## config.mk

```make
export PLATFORM = sky130hd
export DESIGN_NAME = dfrs_top
export DESIGN_NICKNAME = d
export VERILOG_FILES = /design/src/shared/dfrs_pkg.sv /design/src/hw/dfrs_persist.sv /design/src/hw/dfrs_tick.sv /design/src/hw/dfrs_top.sv
export SDC_FILE = /design/constraint.sdc
export NUM_CORES = 1
export LEC_CHECK = 0
export BUFFER_PORTS_ARGS = -buffer_cell sky130_fd_sc_hd__clkbuf_2
export CORE_ASPECT_RATIO = 2
export CORE_UTILIZATION = 40
export CTS_BUF_LIST = sky130_fd_sc_hd__clkbuf_8
export DETAILED_ROUTE_END_ITERATION = 16
export PLACE_DENSITY_LB_ADDON = 0.3
export REMOVE_ABC_BUFFERS = 1
export SYNTH_ARGS = -nofsm -noshare
export SYNTH_HDL_FRONTEND = slang
export SYNTH_SLANG_ARGS = --single-unit
```

## constraint.sdc

```tcl
create_clock -name CORE_CLK -period 5.4 [get_ports CORE_CLK]
set_input_delay 1.62 -clock CORE_CLK [delete_from_list [all_inputs] [get_ports CORE_CLK]]
set_output_delay 1.62 -clock CORE_CLK [all_outputs]
set_load 0.01 [all_outputs]
```

## src/shared/dfrs_pkg.sv

```systemverilog
// Constants and types shared by the drive fault and restart supervisor
package dfrs_pkg;
	localparam int CORE_CLK_HZ = 40_000_000;
	localparam int TICK_MS = 100;
	localparam int TICK_CYCLES = CORE_CLK_HZ / 1000 * TICK_MS;
	localparam int TICKS_PER_S = 1000 / TICK_MS;
	localparam int DELAY_DEF_S = 10;
	localparam int SPD_TRIP_DEF_S = 5;
	localparam int CLR_TIME_DEF_S = 60;
	localparam logic [15:0] DELAY_DEF_T = 16'(DELAY_DEF_S * TICKS_PER_S);
	localparam logic [15:0] SPD_TRIP_DEF_T = 16'(SPD_TRIP_DEF_S * TICKS_PER_S);
	localparam logic [15:0] CLR_TIME_DEF_T = 16'(CLR_TIME_DEF_S * TICKS_PER_S);
	localparam logic [3:0] RETRY_DEF = 4'h3;
	localparam int RETRY_W = 4;

	localparam logic [7:0] A_CTRL = 8'h00;
	localparam logic [7:0] A_RELAY = 8'h04;
	localparam logic [7:0] A_FLOST = 8'h08;
	localparam logic [7:0] A_SPEED = 8'h0c;
	localparam logic [7:0] A_TIME1 = 8'h10;
	localparam logic [7:0] A_TIME2 = 8'h14;
	localparam logic [7:0] A_RETRY = 8'h18;
	localparam logic [7:0] A_CMD = 8'h1c;
	localparam logic [7:0] A_STATUS = 8'h20;
	localparam logic [7:0] A_HIST = 8'h24;

	localparam int C_LOSS_CHOICE = 0;
	localparam int C_STOP_PANEL = 1;
	localparam int C_OPEN_CHK = 2;
	localparam int C_FB_CHK = 3;
	localparam int C_PANEL_CHK = 4;
	localparam int C_HI_CHK = 5;
	localparam int C_HI_STOP = 6;
	localparam int C_LO_CHK = 7;
	localparam int C_LO_STOP = 8;
	localparam int C_PLC_AUTO = 9;
	localparam int C_PLC_RUN = 10;
	localparam int C_PWR_RST = 11;
	localparam int C_FLT_RST = 12;
	localparam int C_CLR_HIST = 13;
	localparam int R_CMP = 5;
	localparam int R_INV = 6;
	localparam int R_QTY_LSB = 8;
	localparam int CMD_RESET = 0;
	localparam int HIST_N = 5;

	typedef enum logic [4:0] {
		RS_RESTART, RS_TRQ_LIM, RS_AT_SP, RS_FOL_LOST, RS_FB_LOST,
		RS_SPD_MODE, RS_TRQ_MODE, RS_LOCAL, RS_REMOTE, RS_MANUAL, RS_AUTO,
		RS_STOPPED, RS_STOPPING, RS_ESTOP, RS_RUN, RS_RUNNING_WITHOUT_REFERENCE, RS_COAST,
		RS_JOG, RS_FAULT
	} dfrs_rstat_t;
	typedef enum logic [2:0] {
		Q_MOTOR, Q_CLUTCH, Q_BRAKE, Q_SETPT, Q_SPEED, Q_DEV_UP, Q_DEV_DN
	} dfrs_qty_t;
	typedef enum logic [2:0] {
		ST_PWR_WAIT, ST_IDLE, ST_RUN, ST_FLT_WAIT, ST_LOCKED
	} dfrs_state_t;
	typedef enum logic [3:0] {
		FC_NONE, FC_OPEN_COIL, FC_FB_LOSS, FC_PANEL, FC_OVERSPEED,
		FC_UNDERSPEED
	} dfrs_fault_t;

	localparam logic [31:0] CTRL_RST = 32'h0000_000d;
	localparam logic [31:0] RELAY_RST = {27'h0000000, RS_FAULT};
	localparam logic [31:0] FLOST_RST = 32'h0000_0000;
	localparam logic [31:0] SPEED_RST = 32'h0000_ffff;
	localparam logic [31:0] TIME1_RST = {SPD_TRIP_DEF_T, DELAY_DEF_T};
	localparam logic [31:0] TIME2_RST = {DELAY_DEF_T, DELAY_DEF_T};
	localparam logic [31:0] RETRY_RST = {CLR_TIME_DEF_T, 12'h000, RETRY_DEF};
endpackage

```

## src/hw/dfrs_persist.sv

```systemverilog
// Persistence timer: hit once cond has held for limit ticks
`timescale 1ns/1ps
module dfrs_persist (
	input  wire logic        clk,
	input  wire logic        rst_n,
	input  wire logic        tick,
	input  wire logic        cond,
	input  wire logic [15:0] limit,
	output logic             hit
);
	logic [15:0] cnt_reg;

	// Any drop of cond restarts the count; the count saturates
	always_ff @(posedge clk or negedge rst_n)
	begin
		if (!rst_n)
			cnt_reg <= 16'h0000;
		else if (!cond)
			cnt_reg <= 16'h0000;
		else if (tick && cnt_reg != 16'hffff)
			cnt_reg <= cnt_reg + 16'h0001;
	end

	assign hit = cond && (cnt_reg >= limit);
endmodule

```

## src/hw/dfrs_tick.sv

```systemverilog
// Divider giving a one-cycle enable pulse every DIV clocks
`timescale 1ns/1ps
module dfrs_tick #(
	parameter int DIV = 4
) (
	input  wire logic clk,
	input  wire logic rst_n,
	output logic      tick
);
	logic [31:0] cnt_reg;

	if (DIV < 2)
	begin : g_bad_div
		$error("dfrs_tick: DIV must be at least 2");
	end

	always_ff @(posedge clk or negedge rst_n)
	begin
		if (!rst_n)
		begin
			cnt_reg <= 32'h0000_0000;
			tick <= 1'b0;
		end
		else if (cnt_reg == 32'(DIV - 1))
		begin
			cnt_reg <= 32'h0000_0000;
			tick <= 1'b1;
		end
		else
		begin
			cnt_reg <= cnt_reg + 32'h0000_0001;
			tick <= 1'b0;
		end
	end
endmodule

```

## src/hw/dfrs_top.sv

```systemverilog
// Drive fault detection, restart supervisor and relay selector
// Behaviour
// [RULE1] Lost follower uses programmed lost setpoint or holds last setpoint
// [RULE2] Follower is lost once it falls to the programmed lost level
// [RULE3] Relay polarity: idle de-energised or idle energised, same choices
// [RULE4] Relay follows one selectable status, fault by default
// [RULE5] Relay may instead trip on comparison of one selected quantity
// [RULE6] Terminal sources act only in remote; keypad only in local
// [RULE7] Autostart at power-up with autostart, PLC run and PLC inputs closed
// [RULE8] With PLC run enabled, PLC inputs start and stop the drive
// [RULE9] Stop from terminal only, or from terminal or keypad
// [RULE10] Fault history keeps current and four prior faults, shifting
// [RULE11] Clear-history setting erases all history entries
// [RULE12] Open-coil check faults on no clutch current while output applied
// [RULE13] Feedback check faults on no speed feedback while running
// [RULE14] Fault indicated only after persisting for the programmed delay
// [RULE15] Keypad check faults when the keypad is disconnected
// [RULE16] Overspeed check faults; action setting chooses run or stop
// [RULE17] Underspeed check faults; own action setting chooses run or stop
// [RULE18] Speed trips need the speed beyond limit longer than allowed time
// [RULE19] Power-up restart enters run after the power-up delay
// [RULE20] Fault restart re-enters run after the post-fault delay
// [RULE21] Automatic restart attempts are counted and limited
// [RULE22] Attempt counter clears after continuous run for clear time
// [RULE23] At the retry limit restarts stop; fault held until operator reset
`timescale 1ns/1ps
module dfrs_top
	import dfrs_pkg::*;
#(
	parameter int TICK_CYCLES_P = dfrs_pkg::TICK_CYCLES
) (
	input  wire logic        CORE_CLK,
	input  wire logic        RST_N,
	input  wire logic        PSEL,
	input  wire logic        PENABLE,
	input  wire logic        PWRITE,
	input  wire logic [7:0]  PADDR,
	input  wire logic [31:0] PWDATA,
	output logic      [31:0] PRDATA,
	output logic             PREADY,
	output logic             PSLVERR,
	input  wire logic        REMOTE_MODE,
	input  wire logic        AUTO_MODE,
	input  wire logic        TERM_START,
	input  wire logic        TERM_STOP,
	input  wire logic        KEY_START,
	input  wire logic        KEY_STOP,
	input  wire logic        PLC_START,
	input  wire logic        KEYPAD_PRESENT,
	input  wire logic        SPEED_FB_OK,
	input  wire logic [15:0] SPEED,
	input  wire logic [15:0] SETPOINT_IN,
	input  wire logic [15:0] FOLLOWER,
	input  wire logic [15:0] MOTOR_AMPS,
	input  wire logic [15:0] CLUTCH_AMPS,
	input  wire logic [15:0] BRAKE_AMPS,
	input  wire logic        TORQUE_LIMIT,
	input  wire logic        AT_SETPOINT,
	input  wire logic        TORQUE_MODE,
	input  wire logic        ESTOP_OPEN,
	input  wire logic        STOPPING,
	input  wire logic        COASTING,
	input  wire logic        JOGGING,
	output logic             RUN_CMD,
	output logic             RELAY_OUT,
	output logic             FAULT_IND,
	output logic      [15:0] ACTIVE_SETPOINT
);
	import dfrs_pkg::*;

	function automatic logic [15:0] sat_inc(input logic [15:0] v);
		return (v == 16'hffff) ? v : v + 16'h0001;
	endfunction

	logic [31:0]        ctrl_reg, relay_reg, flost_reg, speed_reg;
	logic [31:0]        time1_reg, time2_reg, retry_reg, rd_data;
	dfrs_state_t        state_reg, state_q_reg;
	dfrs_fault_t        fault_code_reg, fault_now;
	dfrs_fault_t        hist_reg [HIST_N];
	logic [15:0]        wait_cnt_reg, run_time_reg, hold_sp_reg;
	logic [RETRY_W-1:0] retry_cnt_reg;
	logic               fault_latched_reg, op_reset_reg, tick;
	logic               setup, access, running, follower_lost;
	logic               follower_loss_choice, terminal_or_panel_stop;
	logic               open_winding_check_on, feedback_loss_check_on;
	logic               panel_disconnect_check_on, high_speed_check_on;
	logic               high_speed_response, low_speed_check_on;
	logic               low_speed_response, controller_powerup_start;
	logic               controller_run_follow, clear_history;
	logic               open_raw, fb_raw, panel_raw, hi_raw, lo_raw;
	logic               hi_trip, lo_trip, fault_sensed, ind_hit, ind_rise;
	logic               start_req, stop_req, autostart, stop_kind;
	logic               pwr_done, restart_go, relay_cond, cmp_hit;
	logic [18:0]        rs;
	logic [15:0]        qty, dev_up, dev_dn;
	logic [RETRY_W-1:0] retry_limit;

	assign follower_loss_choice = ctrl_reg[C_LOSS_CHOICE];
	assign terminal_or_panel_stop = ctrl_reg[C_STOP_PANEL];
	assign open_winding_check_on = ctrl_reg[C_OPEN_CHK];
	assign feedback_loss_check_on = ctrl_reg[C_FB_CHK];
	assign panel_disconnect_check_on = ctrl_reg[C_PANEL_CHK];
	assign high_speed_check_on = ctrl_reg[C_HI_CHK];
	assign high_speed_response = ctrl_reg[C_HI_STOP];
	assign low_speed_check_on = ctrl_reg[C_LO_CHK];
	assign low_speed_response = ctrl_reg[C_LO_STOP];
	assign controller_powerup_start = ctrl_reg[C_PLC_AUTO];
	assign controller_run_follow = ctrl_reg[C_PLC_RUN];
	assign clear_history = ctrl_reg[C_CLR_HIST];
	assign retry_limit = retry_reg[RETRY_W-1:0];

	dfrs_tick #(.DIV(TICK_CYCLES_P)) u_tick (
		.clk   (CORE_CLK),
		.rst_n (RST_N),
		.tick  (tick)
	);

	// APB slave: no wait states, read data captured in the setup cycle
	assign setup = PSEL && !PENABLE;
	assign access = PSEL && PENABLE && PREADY;

	always_ff @(posedge CORE_CLK or negedge RST_N)
	begin
		if (!RST_N)
		begin
			PREADY <= 1'b0;
			PSLVERR <= 1'b0;
			PRDATA <= 32'h0000_0000;
		end
		else
		begin
			PREADY <= setup;
			PSLVERR <= setup && (PADDR > A_HIST || PADDR[1:0] != 2'b00);
			PRDATA <= (setup && !PWRITE) ? rd_data : 32'h0000_0000;
		end
	end

	always_comb
	begin
		case (PADDR)
			A_CTRL: rd_data = ctrl_reg;
			A_RELAY: rd_data = relay_reg;
			A_FLOST: rd_data = flost_reg;
			A_SPEED: rd_data = speed_reg;
			A_TIME1: rd_data = time1_reg;
			A_TIME2: rd_data = time2_reg;
			A_RETRY: rd_data = retry_reg;
			A_STATUS: rd_data = {ACTIVE_SETPOINT, 4'h0, retry_cnt_reg,
				2'b00, RUN_CMD, follower_lost, fault_latched_reg, state_reg};
			A_HIST: rd_data = {12'h000, hist_reg[4], hist_reg[3],
				hist_reg[2], hist_reg[1], hist_reg[0]};
			default: rd_data = 32'h0000_0000;
		endcase
	end

	always_ff @(posedge CORE_CLK or negedge RST_N)
	begin
		if (!RST_N)
		begin
			ctrl_reg <= CTRL_RST;
			relay_reg <= RELAY_RST;
			flost_reg <= FLOST_RST;
			speed_reg <= SPEED_RST;
			time1_reg <= TIME1_RST;
			time2_reg <= TIME2_RST;
			retry_reg <= RETRY_RST;
		end
		else if (access && PWRITE)
		begin
			case (PADDR)
				A_CTRL: ctrl_reg <= PWDATA;
				A_RELAY: relay_reg <= PWDATA;
				A_FLOST: flost_reg <= PWDATA;
				A_SPEED: speed_reg <= PWDATA;
				A_TIME1: time1_reg <= PWDATA;
				A_TIME2: time2_reg <= PWDATA;
				A_RETRY: retry_reg <= PWDATA;
				default: ;
			endcase
		end
	end

	always_ff @(posedge CORE_CLK or negedge RST_N)
	begin
		if (!RST_N)
			op_reset_reg <= 1'b0;
		else
			op_reset_reg <= access && PWRITE && PADDR == A_CMD
				&& PWDATA[CMD_RESET];
	end

	// Follower loss and setpoint selection
	assign follower_lost = AUTO_MODE && FOLLOWER <= flost_reg[15:0]; // RULE2

	always_ff @(posedge CORE_CLK or negedge RST_N)
	begin
		if (!RST_N)
		begin
			hold_sp_reg <= 16'h0000;
			ACTIVE_SETPOINT <= 16'h0000;
		end
		else
		begin
			if (!follower_lost)
				hold_sp_reg <= SETPOINT_IN;
			if (!follower_lost)
				ACTIVE_SETPOINT <= SETPOINT_IN;
			else if (follower_loss_choice) // RULE1
				ACTIVE_SETPOINT <= flost_reg[31:16];
			else
				ACTIVE_SETPOINT <= hold_sp_reg;
		end
	end

	// Fault sensing; checks that need output only look while running
	assign running = state_reg == ST_RUN;
	assign open_raw = open_winding_check_on && running
		&& CLUTCH_AMPS == 16'h0000; // RULE12
	assign fb_raw = feedback_loss_check_on && running && !SPEED_FB_OK; // RULE13
	assign panel_raw = panel_disconnect_check_on && !KEYPAD_PRESENT; // RULE15
	assign hi_raw = high_speed_check_on && SPEED >= speed_reg[15:0]; // RULE16
	assign lo_raw = low_speed_check_on && running
		&& SPEED <= speed_reg[31:16]; // RULE17

	// Speed trips need strictly more than the allowed time
	dfrs_persist u_hi (
		.clk   (CORE_CLK),
		.rst_n (RST_N),
		.tick  (tick),
		.cond  (hi_raw),
		.limit (sat_inc(time1_reg[31:16])),
		.hit   (hi_trip)
	); // RULE18
	dfrs_persist u_lo (
		.clk   (CORE_CLK),
		.rst_n (RST_N),
		.tick  (tick),
		.cond  (lo_raw),
		.limit (sat_inc(time1_reg[31:16])),
		.hit   (lo_trip)
	); // RULE18

	assign fault_sensed = open_raw || fb_raw || panel_raw || hi_trip
		|| lo_trip;
	dfrs_persist u_ind (
		.clk   (CORE_CLK),
		.rst_n (RST_N),
		.tick  (tick),
		.cond  (fault_sensed),
		.limit (sat_inc(time1_reg[15:0])),
		.hit   (ind_hit)
	); // RULE14
	assign ind_rise = ind_hit && !FAULT_IND;

	always_comb
	begin
		if (open_raw)
			fault_now = FC_OPEN_COIL;
		else if (fb_raw)
			fault_now = FC_FB_LOSS;
		else if (panel_raw)
			fault_now = FC_PANEL;
		else if (hi_trip)
			fault_now = FC_OVERSPEED;
		else if (lo_trip)
			fault_now = FC_UNDERSPEED;
		else
			fault_now = FC_NONE;
	end

	always_ff @(posedge CORE_CLK or negedge RST_N)
	begin
		if (!RST_N)
		begin
			FAULT_IND <= 1'b0;
			fault_code_reg <= FC_NONE;
		end
		else
		begin
			FAULT_IND <= ind_hit;
			if (ind_rise)
				fault_code_reg <= fault_now;
		end
	end

	// A new fault wins over a clear in the same cycle
	always_ff @(posedge CORE_CLK or negedge RST_N)
	begin
		if (!RST_N)
			fault_latched_reg <= 1'b0;
		else if (ind_rise)
			fault_latched_reg <= 1'b1;
		else if (op_reset_reg || restart_go)
			fault_latched_reg <= 1'b0;
	end

	always_ff @(posedge CORE_CLK or negedge RST_N)
	begin
		if (!RST_N)
		begin
			for (int i = 0; i < HIST_N; i++)
				hist_reg[i] <= FC_NONE;
		end
		else if (ind_rise)
		begin
			hist_reg[0] <= fault_now; // RULE10
			for (int i = 1; i < HIST_N; i++)
				hist_reg[i] <= hist_reg[i-1];
		end
		else if (clear_history)
		begin
			for (int i = 0; i < HIST_N; i++)
				hist_reg[i] <= FC_NONE; // RULE11
		end
	end

	// Speed faults may be set to keep running
	always_comb
	begin
		case (fault_code_reg)
			FC_OVERSPEED: stop_kind = high_speed_response; // RULE16
			FC_UNDERSPEED: stop_kind = low_speed_response; // RULE17
			default: stop_kind = 1'b1;
		endcase
	end

	// Start and stop sources
	assign start_req = REMOTE_MODE
		? (controller_run_follow ? PLC_START : TERM_START) // RULE8
		: KEY_START; // RULE6
	assign stop_req = ESTOP_OPEN || (REMOTE_MODE && TERM_STOP)
		|| (!REMOTE_MODE && terminal_or_panel_stop && KEY_STOP) // RULE9
		|| (REMOTE_MODE && controller_run_follow && !PLC_START); // RULE8
	assign autostart = controller_powerup_start && controller_run_follow
		&& REMOTE_MODE && PLC_START; // RULE7
	assign pwr_done = wait_cnt_reg >= time2_reg[15:0];
	assign restart_go = state_reg == ST_FLT_WAIT && !op_reset_reg
		&& state_q_reg == ST_FLT_WAIT
		&& wait_cnt_reg >= time2_reg[31:16]; // RULE20

	always_ff @(posedge CORE_CLK or negedge RST_N)
	begin
		if (!RST_N)
			state_reg <= ST_PWR_WAIT;
		else
		begin
			case (state_reg)
				ST_PWR_WAIT:
					if (autostart) // RULE7
						state_reg <= ST_RUN;
					else if (pwr_done && state_q_reg == ST_PWR_WAIT)
						state_reg <= (ctrl_reg[C_PWR_RST] && !stop_req)
							? ST_RUN : ST_IDLE; // RULE19
				ST_IDLE:
					if (start_req && !stop_req && !fault_latched_reg)
						state_reg <= ST_RUN;
				ST_RUN:
					if (FAULT_IND && stop_kind)
						state_reg <= (ctrl_reg[C_FLT_RST]
							&& retry_cnt_reg < retry_limit) // RULE21
							? ST_FLT_WAIT : ST_LOCKED; // RULE23
					else if (stop_req)
						state_reg <= ST_IDLE;
				ST_FLT_WAIT:
					if (op_reset_reg)
						state_reg <= ST_IDLE;
					else if (restart_go)
						state_reg <= ST_RUN; // RULE20
				ST_LOCKED:
					if (op_reset_reg)
						state_reg <= ST_IDLE; // RULE23
				default:
					state_reg <= ST_IDLE;
			endcase
		end
	end

	// Timers restart on every state change
	always_ff @(posedge CORE_CLK or negedge RST_N)
	begin
		if (!RST_N)
		begin
			state_q_reg <= ST_PWR_WAIT;
			wait_cnt_reg <= 16'h0000;
			run_time_reg <= 16'h0000;
			RUN_CMD <= 1'b0;
		end
		else
		begin
			state_q_reg <= state_reg;
			RUN_CMD <= running;
			if (state_reg != state_q_reg)
				wait_cnt_reg <= 16'h0000;
			else if (tick)
				wait_cnt_reg <= sat_inc(wait_cnt_reg);
			if (!running)
				run_time_reg <= 16'h0000;
			else if (tick)
				run_time_reg <= sat_inc(run_time_reg);
		end
	end

	always_ff @(posedge CORE_CLK or negedge RST_N)
	begin
		if (!RST_N)
			retry_cnt_reg <= '0;
		else if (op_reset_reg)
			retry_cnt_reg <= '0;
		else if (restart_go)
			retry_cnt_reg <= retry_cnt_reg + 1'b1; // RULE21
		else if (running && run_time_reg >= retry_reg[31:16])
			retry_cnt_reg <= '0; // RULE22
	end

	// Relay selection
	always_comb
	begin
		rs = '0;
		rs[RS_RESTART] = state_reg == ST_FLT_WAIT
			|| state_reg == ST_PWR_WAIT;
		rs[RS_TRQ_LIM] = TORQUE_LIMIT;
		rs[RS_AT_SP] = AT_SETPOINT;
		rs[RS_FOL_LOST] = follower_lost;
		rs[RS_FB_LOST] = !SPEED_FB_OK;
		rs[RS_SPD_MODE] = !TORQUE_MODE;
		rs[RS_TRQ_MODE] = TORQUE_MODE;
		rs[RS_LOCAL] = !REMOTE_MODE;
		rs[RS_REMOTE] = REMOTE_MODE;
		rs[RS_MANUAL] = !AUTO_MODE;
		rs[RS_AUTO] = AUTO_MODE;
		rs[RS_STOPPED] = !running && !STOPPING;
		rs[RS_STOPPING] = STOPPING;
		rs[RS_ESTOP] = ESTOP_OPEN;
		rs[RS_RUN] = running;
		rs[RS_RUNNING_WITHOUT_REFERENCE] = running && ACTIVE_SETPOINT == 16'h0000;
		rs[RS_COAST] = COASTING;
		rs[RS_JOG] = JOGGING;
		rs[RS_FAULT] = fault_latched_reg;
	end

	assign dev_up = SPEED > ACTIVE_SETPOINT ? SPEED - ACTIVE_SETPOINT : '0;
	assign dev_dn = ACTIVE_SETPOINT > SPEED ? ACTIVE_SETPOINT - SPEED : '0;

	always_comb
	begin
		case (dfrs_qty_t'(relay_reg[R_QTY_LSB +: 3]))
			Q_MOTOR: qty = MOTOR_AMPS;
			Q_CLUTCH: qty = CLUTCH_AMPS;
			Q_BRAKE: qty = BRAKE_AMPS;
			Q_SETPT: qty = ACTIVE_SETPOINT;
			Q_SPEED: qty = SPEED;
			Q_DEV_UP: qty = dev_up;
			Q_DEV_DN: qty = dev_dn;
			default: qty = 16'h0000;
		endcase
	end

	assign cmp_hit = qty > relay_reg[31:16]; // RULE5
	assign relay_cond = relay_reg[R_CMP] ? cmp_hit
		: (relay_reg[4:0] <= RS_FAULT && rs[relay_reg[4:0]]); // RULE4

	always_ff @(posedge CORE_CLK or negedge RST_N)
	begin
		if (!RST_N)
			RELAY_OUT <= 1'b0;
		else
			RELAY_OUT <= relay_cond ^ relay_reg[R_INV]; // RULE3
	end
endmodule

```

==> impl_metrics.py, run 1 <==
metrics = {
    "sta": {
        "rsz0062_at_grt": "false",
        "finalCriticalPeriod_ns": 5.19,
        "period_share": 0.961,
        "slew_headroom": 0.179,
        "final.setup.tns_ns": 0,
        "finalSetupViolCount": 0,
        "max_clock_freq_mhz": 193,
        "worst_pin_slew_ns": 1.23,
        "finClkSkew_ns": 0.0494,
        "maxSlewViolCount": 0,
        "hold_viol_final": 0,
    },
    "critical_path": {
        "cp-end-kind": "flop",
        "max_stage_delay_ns": 0.51,
        "cp-start-kind": "input port",
        "cp_data_arrival_time_ns": 5.69,
        "path_max_fanout": 3,
        "slowest_stage": "or4b_4",
        "path_cells": "clkbuf_2 -> inv_1 -> ha_1 -> buf_4 -> nand3_1 -> a21oi_1 -> or4b_4 -> a22oi_2 -> and4bb_2 -> buf_4 -> a221oi_1 -> o21ai_1 -> ha_1 -> nand4_1 -> nor2_1 -> a211o_1 -> a2111oi_4 -> nor3_2 -> a21oi_2 -> o221ai_1 -> xor2_1",
        "crit_required_ns": 5.90,
        "critPathTopFamily": "compound AO/OA/AOI/OAI gates",
        "path_class": "input port to flop",
        "crit_buf_inv": 4,
    },
    "power_and_ir_drop": {
        "power_mw": 7.59,
        "pwr-share-comb": 0.154,
        "p_leak_nw": 14.2,
        "p_int_mw": 5.37,
        "p_switching_mw": 2.22,
        "ir_drop_mv": 0.155,
        "powerDensity_nw_per_um2": 249,
        "power_frac_seq": 0.451,
        "power.share.clock": 0.395,
        "swShare": 0.292,
    },
    "synthesis": {
        "synthArstFlopShare": 1.00,
        "synth_most_common_cell": "dfrtp_1",
        "synth_area_um2": 25800,
        "yosys.cell_types.count": 80,
        "synth-edff-count": 0,
        "yosysWarnings": 0,
        "synth.area.top_cells": "dfrtp_1 (38%), ha_1 (9.9%), mux2_2 (9.7%)",
        "synth_commonest_cells": "dfrtp_1 (397), mux2_2 (222), ha_1 (204)",
        "yosys.area.top_type": "dfrtp_1",
        "ys_seq_area_frac": 0.424,
        "ys_seq_elements": 436,
        "yosysTopAreaCellShare": 0.385,
        "syn_inst": 2478,
        "yosys_most_used_dff": "dfrtp_1",
        "syn_avg_cell_area_um2": 10.4,
    },
    "placed_design": {
        "globalplace.congestion": 1.01,
        "io_buffers": 209,
        "dp_cells": 3556,
        "dp.final_hpwl_um": 75800,
        "place_area_um2": 28900,
    },
    "worst_hold_path": {
        "hold_class": "flop to flop",
    },
    "final_layout": {
        "stdcell_count": 3689,
        "area_growth_pct": 18.1,
        "drive_gt1_frac": 0.282,
        "design_area_um2": 30500,
        "fin_nets": 3193,
    },
    "routing": {
        "wirelength_um": 97900,
        "drc": 0,
        "wl_met2_um": 50600,
        "drt_iter0_markers": 1686,
        "viasPerCell": 5.95,
        "num_vias": 22000,
        "drt_first_pass_iters": 8,
        "top_layer_used": "met5",
        "routedWlPerCell_um": 26.5,
        "wl_met1_um": 32300,
        "drt.antenna.violating_nets": 0,
        "met3WireLength_um": 5560,
    },
    "cts": {
        "clock-sinks": 436,
        "htree_levels": 3,
        "root_buffer": "clkbuf_8",
        "cts_tree": "done",
        "cts_buffers": 69,
        "insertion_delay_ns": 0.66,
        "cts_buffer_depth": 3,
        "path_clk_slew_ns": 0.06,
    },
    "floorplanning": {
        "fp.dieH_um": 361,
        "die_area_um2": 65700,
        "ios": 210,
        "initial_core_util": 0.405,
        "fp.dieW_um": 182,
        "rows": 131,
        "core_um2": 63800,
    },
    "grt": {
        "grt_pass1_wl_um": 145000,
        "grt_antenna_before_repair": 6,
        "grt_pass1_vias": 23300,
        "grt_usage": 0.300,
        "grt-ovfl-total": 0,
        "grt_max_degree": 98,
    },
    "job": {
        "maxCapViolCount": 0,
    },
    "outcome": {
        "outcome": "finished, final reports clean",
    },
}
[timing repair]
action,4_1_cts,5_1_grt
setup buffers,0,1
hold buffers,0,0
pin swaps,0,8
endpoints found under the setup margin,1,4
resized for setup,7,16
[cell type report]
| cell class | instances | area [um^2] |
|---|---|---|
| clock buffer | 85 | 1170 |
| antenna | 6 | 15.0 |
| inverter | 197 | 744 |
| tap | 798 | 998 |
| multi-input combinational | 1748 | 13900 |
| fill | 5979 | 33300 |
| sequential | 436 | 11000 |
| clock inverter | 41 | 289 |
| timing repair buffer | 378 | 2420 |
[cells by family after synthesis]
logic type               count (synthesis)  share of synthesized area
buffers and inverters                  294                     0.0435
XOR/XNOR                               127                     0.0431
adder cells (fa/ha/maj)                206                      0.100
multiplexers                           279                      0.128
AO/OA/AOI/OAI                          528                      0.143
flip-flops                             436                      0.424
AND/OR/NAND/NOR                        608                      0.118
[per-layer routing]
metal,global-route usage,up-vias
met5,0,-
met4,0.261,6
met3,0.0509,321
met2,0.543,847
met1,0.293,11000
li1,-,9793
[stage by stage]
| step | worst slack (ns) | util | hold slack [ns] |
|---|---|---|---|
| 6_report | 0.213 | 0.478 | 0.482 |
| 5_1_grt | 0.0135 | 0.478 | 0.493 |
| 4_1_cts | 0.0177 | 0.477 | 0.485 |
| 3_5_place_dp | -0.742 | 0.454 | 0.467 |
| 3_3_place_gp | -0.654 | 0.454 | 0.458 |
| 2_1_floorplan | -0.235 | - | 0.438 |
[power by group through the flow]
stage | logic (mW) | registers, mW | clock network [mW]
floorplan | 0.503 | 3.46 | 0
global placement | 1.13 | 3.48 | 0
detailed placement | 1.14 | 3.48 | 0
CTS | 1.15 | 3.42 | 3.05
global route | 1.26 | 3.43 | 3.19
finish | 1.17 | 3.43 | 3.00
[layout by cell type, fill, tap and decap left out, types with 85 or more instances in the layout]
cell	synthesis	layout
nand2_1	117	112
ha_1	204	204
a22oi_1	102	100
clkbuf_2	0	208
nor2_1	166	158
mux2_2	222	222
buf_4	0	161
o21ai_0	105	101
inv_1	195	219
dfrtp_1	397	397
clkbuf_8	0	85
[worst paths after layout]
kind,from,to,slack (ns),cells past startpoint
worst min register to register,u_tick.cnt_reg[31],u_tick.cnt_reg[31],0.48,1
max in group asynchronous,RST_N,u_tick.cnt_reg[27],3.31,3
worst min-delay path,u_tick.cnt_reg[31],u_tick.cnt_reg[31],0.48,1
worst max register to register,time1_reg[27],hist_reg[10],0.42,18
min in group asynchronous,RST_N,PRDATA[6],1.00,1
worst max-delay path,SPEED[10],RELAY_OUT,0.21,21
No activity file was read; power rests on OpenSTA's default activity.
==> run 2, diff against run 1 <==
--- a/config.mk
+++ b/config.mk
@@ -11,7 +11,6 @@
 export CTS_BUF_LIST = sky130_fd_sc_hd__clkbuf_8
 export DETAILED_ROUTE_END_ITERATION = 16
 export PLACE_DENSITY_LB_ADDON = 0.3
-export REMOVE_ABC_BUFFERS = 1
 export SYNTH_ARGS = -nofsm -noshare
 export SYNTH_HDL_FRONTEND = slang
 export SYNTH_SLANG_ARGS = --single-unit
==> run 2 against run 1 <==
  * First-iteration DRC count unchanged
  * Register-to-register slack gained 0.21 ns
  * Fmax rose by 1.0%
  * Cell area is 0.98% lower
  * Wire length is 2.1% lower
  * Non-clock buffer count shrank 14
  * Sequential share of layout area rose by 0.36 points
  * Clock-buffer cell count decreased by 5
  * Critical path depth fell by 2
  * Highest routed layer unchanged
  * Final cell count fell by 0.60%
  * Via count shrank 0.11%
  * Die area did not move
==> impl_metrics.py, run 2 (synthesis results as in run 1) <==
metrics = {
    "sta": {
        "finClkSkew_ns": 0.0550,
        "rsz0062_at_grt": "false",
        "period_share": 0.951,
        "worst_pin_slew_ns": 1.01,
        "slew_headroom": 0.322,
        "hold_viol_final": 0,
        "finalSetupViolCount": 0,
        "max_clock_freq_mhz": 195,
        "finalCriticalPeriod_ns": 5.14,
        "maxSlewViolCount": 0,
        "worst_slack_ns": 0.264,
        "hold_slack_ns": 0.470,
    },
    "power_and_ir_drop": {
        "power_frac_seq": 0.460,
        "powerDensity_nw_per_um2": 249,
        "p_switching_mw": 2.19,
        "power.share.clock": 0.393,
        "p_leak_nw": 14.1,
        "ir_drop_mv": 0.151,
        "swShare": 0.291,
        "pwr-share-comb": 0.147,
        "p_int_mw": 5.33,
    },
    "cts": {
        "insertion_delay_ns": 0.68,
        "post_cts_buffers": 0,
        "path_clk_slew_ns": 0.07,
        "cts_tree": "done",
        "cts_buffer_depth": 3,
        "clock-sinks": 436,
        "root_buffer": "clkbuf_8",
        "cts_buffers": 66,
        "htree_levels": 3,
    },
    "final_layout": {
        "final_util": 0.474,
        "area_growth_pct": 16.9,
        "multiInputGateArea_um2": 13800,
        "final_common_cell": "dfrtp_1",
        "fin_nets": 3176,
        "drive_gt1_frac": 0.273,
        "num-fill-cells": 5905,
        "layout_common_cells": "dfrtp_1 (397), mux2_2 (222), inv_1 (219)",
        "ff_latch_area_um2": 11000,
    },
    "grt": {
        "grt_pass1_vias": 23200,
        "grt_antenna_before_repair": 8,
        "grt_max_degree": 148,
        "grt-ovfl-total": 0,
        "grt_pass1_wl_um": 143000,
        "grt_usage": 0.295,
    },
    "critical_path": {
        "max_stage_delay_ns": 0.54,
        "path_max_fanout": 5,
        "path_class": "input port to flop",
        "crit_required_ns": 5.93,
        "slowest_stage": "or4b_1",
        "reg2reg_slack_ns": 0.63,
        "cp_data_arrival_time_ns": 5.66,
        "cp-start-kind": "input port",
        "cp-end-kind": "flop",
        "crit_buf_inv": 2,
        "path_cells": "clkbuf_2 -> inv_1 -> ha_1 -> a21oi_1 -> a21oi_1 -> or4b_1 -> a22oi_2 -> and4bb_2 -> a221oi_2 -> o21ai_1 -> ha_1 -> a21o_1 -> a21o_1 -> a211o_1 -> a2111oi_2 -> nor3_1 -> a21oi_1 -> o221ai_1 -> xor2_1",
        "critPathTopFamily": "compound AO/OA/AOI/OAI gates",
        "crit_top_cell": "a21oi_1",
    },
    "placed_design": {
        "globalplace.congestion": 1.00,
        "dp.final_hpwl_um": 74900,
        "io_buffers": 209,
        "dp_slack_ns": -0.554,
    },
    "routing": {
        "drt_iter0_markers": 1686,
        "num_vias": 21900,
        "viasPerCell": 5.98,
        "drc": 0,
        "drt.antenna.violating_nets": 0,
        "drt_first_pass_iters": 6,
        "wirelength_um": 95900,
        "routedWlPerCell_um": 26.1,
    },
    "floorplanning": {
        "fp.dieW_um": 182,
        "core_um2": 63800,
        "fp.dieH_um": 361,
        "initial_core_util": 0.405,
        "ios": 210,
        "die_area_um2": 65700,
        "rows": 131,
    },
    "outcome": {
        "outcome": "finished, final reports clean",
    },
    "job": {
        "maxCapViolCount": 0,
    },
    "worst_hold_path": {
        "hold_class": "flop to flop",
    },
    "synthesis": {
        "syn-num-nets": 2841,
    },
}
## run 2: changes by cell type in the layout (fill, tap and decap cells not counted), sizes merged
cell,change
clkbuf,-5
clkinv,-5
diode,-3
inv,+4
buf,-14
bufinv,+1
## run 2: repair_timing
action	4_1_cts	5_1_grt
hold buffers	0	0
endpoints found under the setup margin	0	1
gates resized for setup	0	2
## run 2: stage by stage
stage / power [mW] / TNS, ns / cells / cell area, um^2
2_1_floorplan: 3.99 / 0 / 2478 / 25900
3_3_place_gp: 4.58 / -0.418 / 3543 / 28800
3_5_place_dp: 4.60 / -0.554 / 3543 / 28800
4_1_cts: 7.55 / 0 / 3664 / 30200
5_1_grt: 7.79 / 0 / 3665 / 30200
6_report: 7.51 / 0 / 3667 / 30200
## run 2: layout make-up
type                    instances  area share
multi-input cells            1748       0.457
clock inverters                41      0.0103
inverters                     197      0.0246
flip-flops and latches        436       0.363
well taps                     798      0.0331
repair buffers                364      0.0751
diodes                          3    0.000249
clock buffers                  80      0.0365
## run 2: power by group through the flow
stage / clock (mW) / sequential, mW / combinational [mW]
6_report: 2.95 / 3.46 / 1.10
5_1_grt: 3.14 / 3.46 / 1.19
4_1_cts: 3.01 / 3.46 / 1.09
3_5_place_dp: 0 / 3.52 / 1.08
3_3_place_gp: 0 / 3.51 / 1.07
2_1_floorplan: 0 / 3.45 / 0.546
## run 2: final timing paths
kind,end,start,cells past startpoint
worst max-delay path,RELAY_OUT,SPEED[10],19
worst min-delay path,u_tick.cnt_reg[4],u_tick.cnt_reg[4],1
min in group asynchronous,u_ind.cnt_reg[8],RST_N,1
worst max register to register,RELAY_OUT,ACTIVE_SETPOINT[1],18
max in group asynchronous,retry_reg[28],RST_N,2
worst min register to register,u_tick.cnt_reg[4],u_tick.cnt_reg[4],1
## run 2: routing by layer
layer | vias up | part of all wire | global-route usage
met3 | 358 | 0.061 | 0.0535
met5 | - | 0.00041 | 0
li1 | 9747 | - | -
met4 | 6 | 0.099 | 0.264
met2 | 889 | 0.51 | 0.520
met1 | 10900 | 0.33 | 0.295
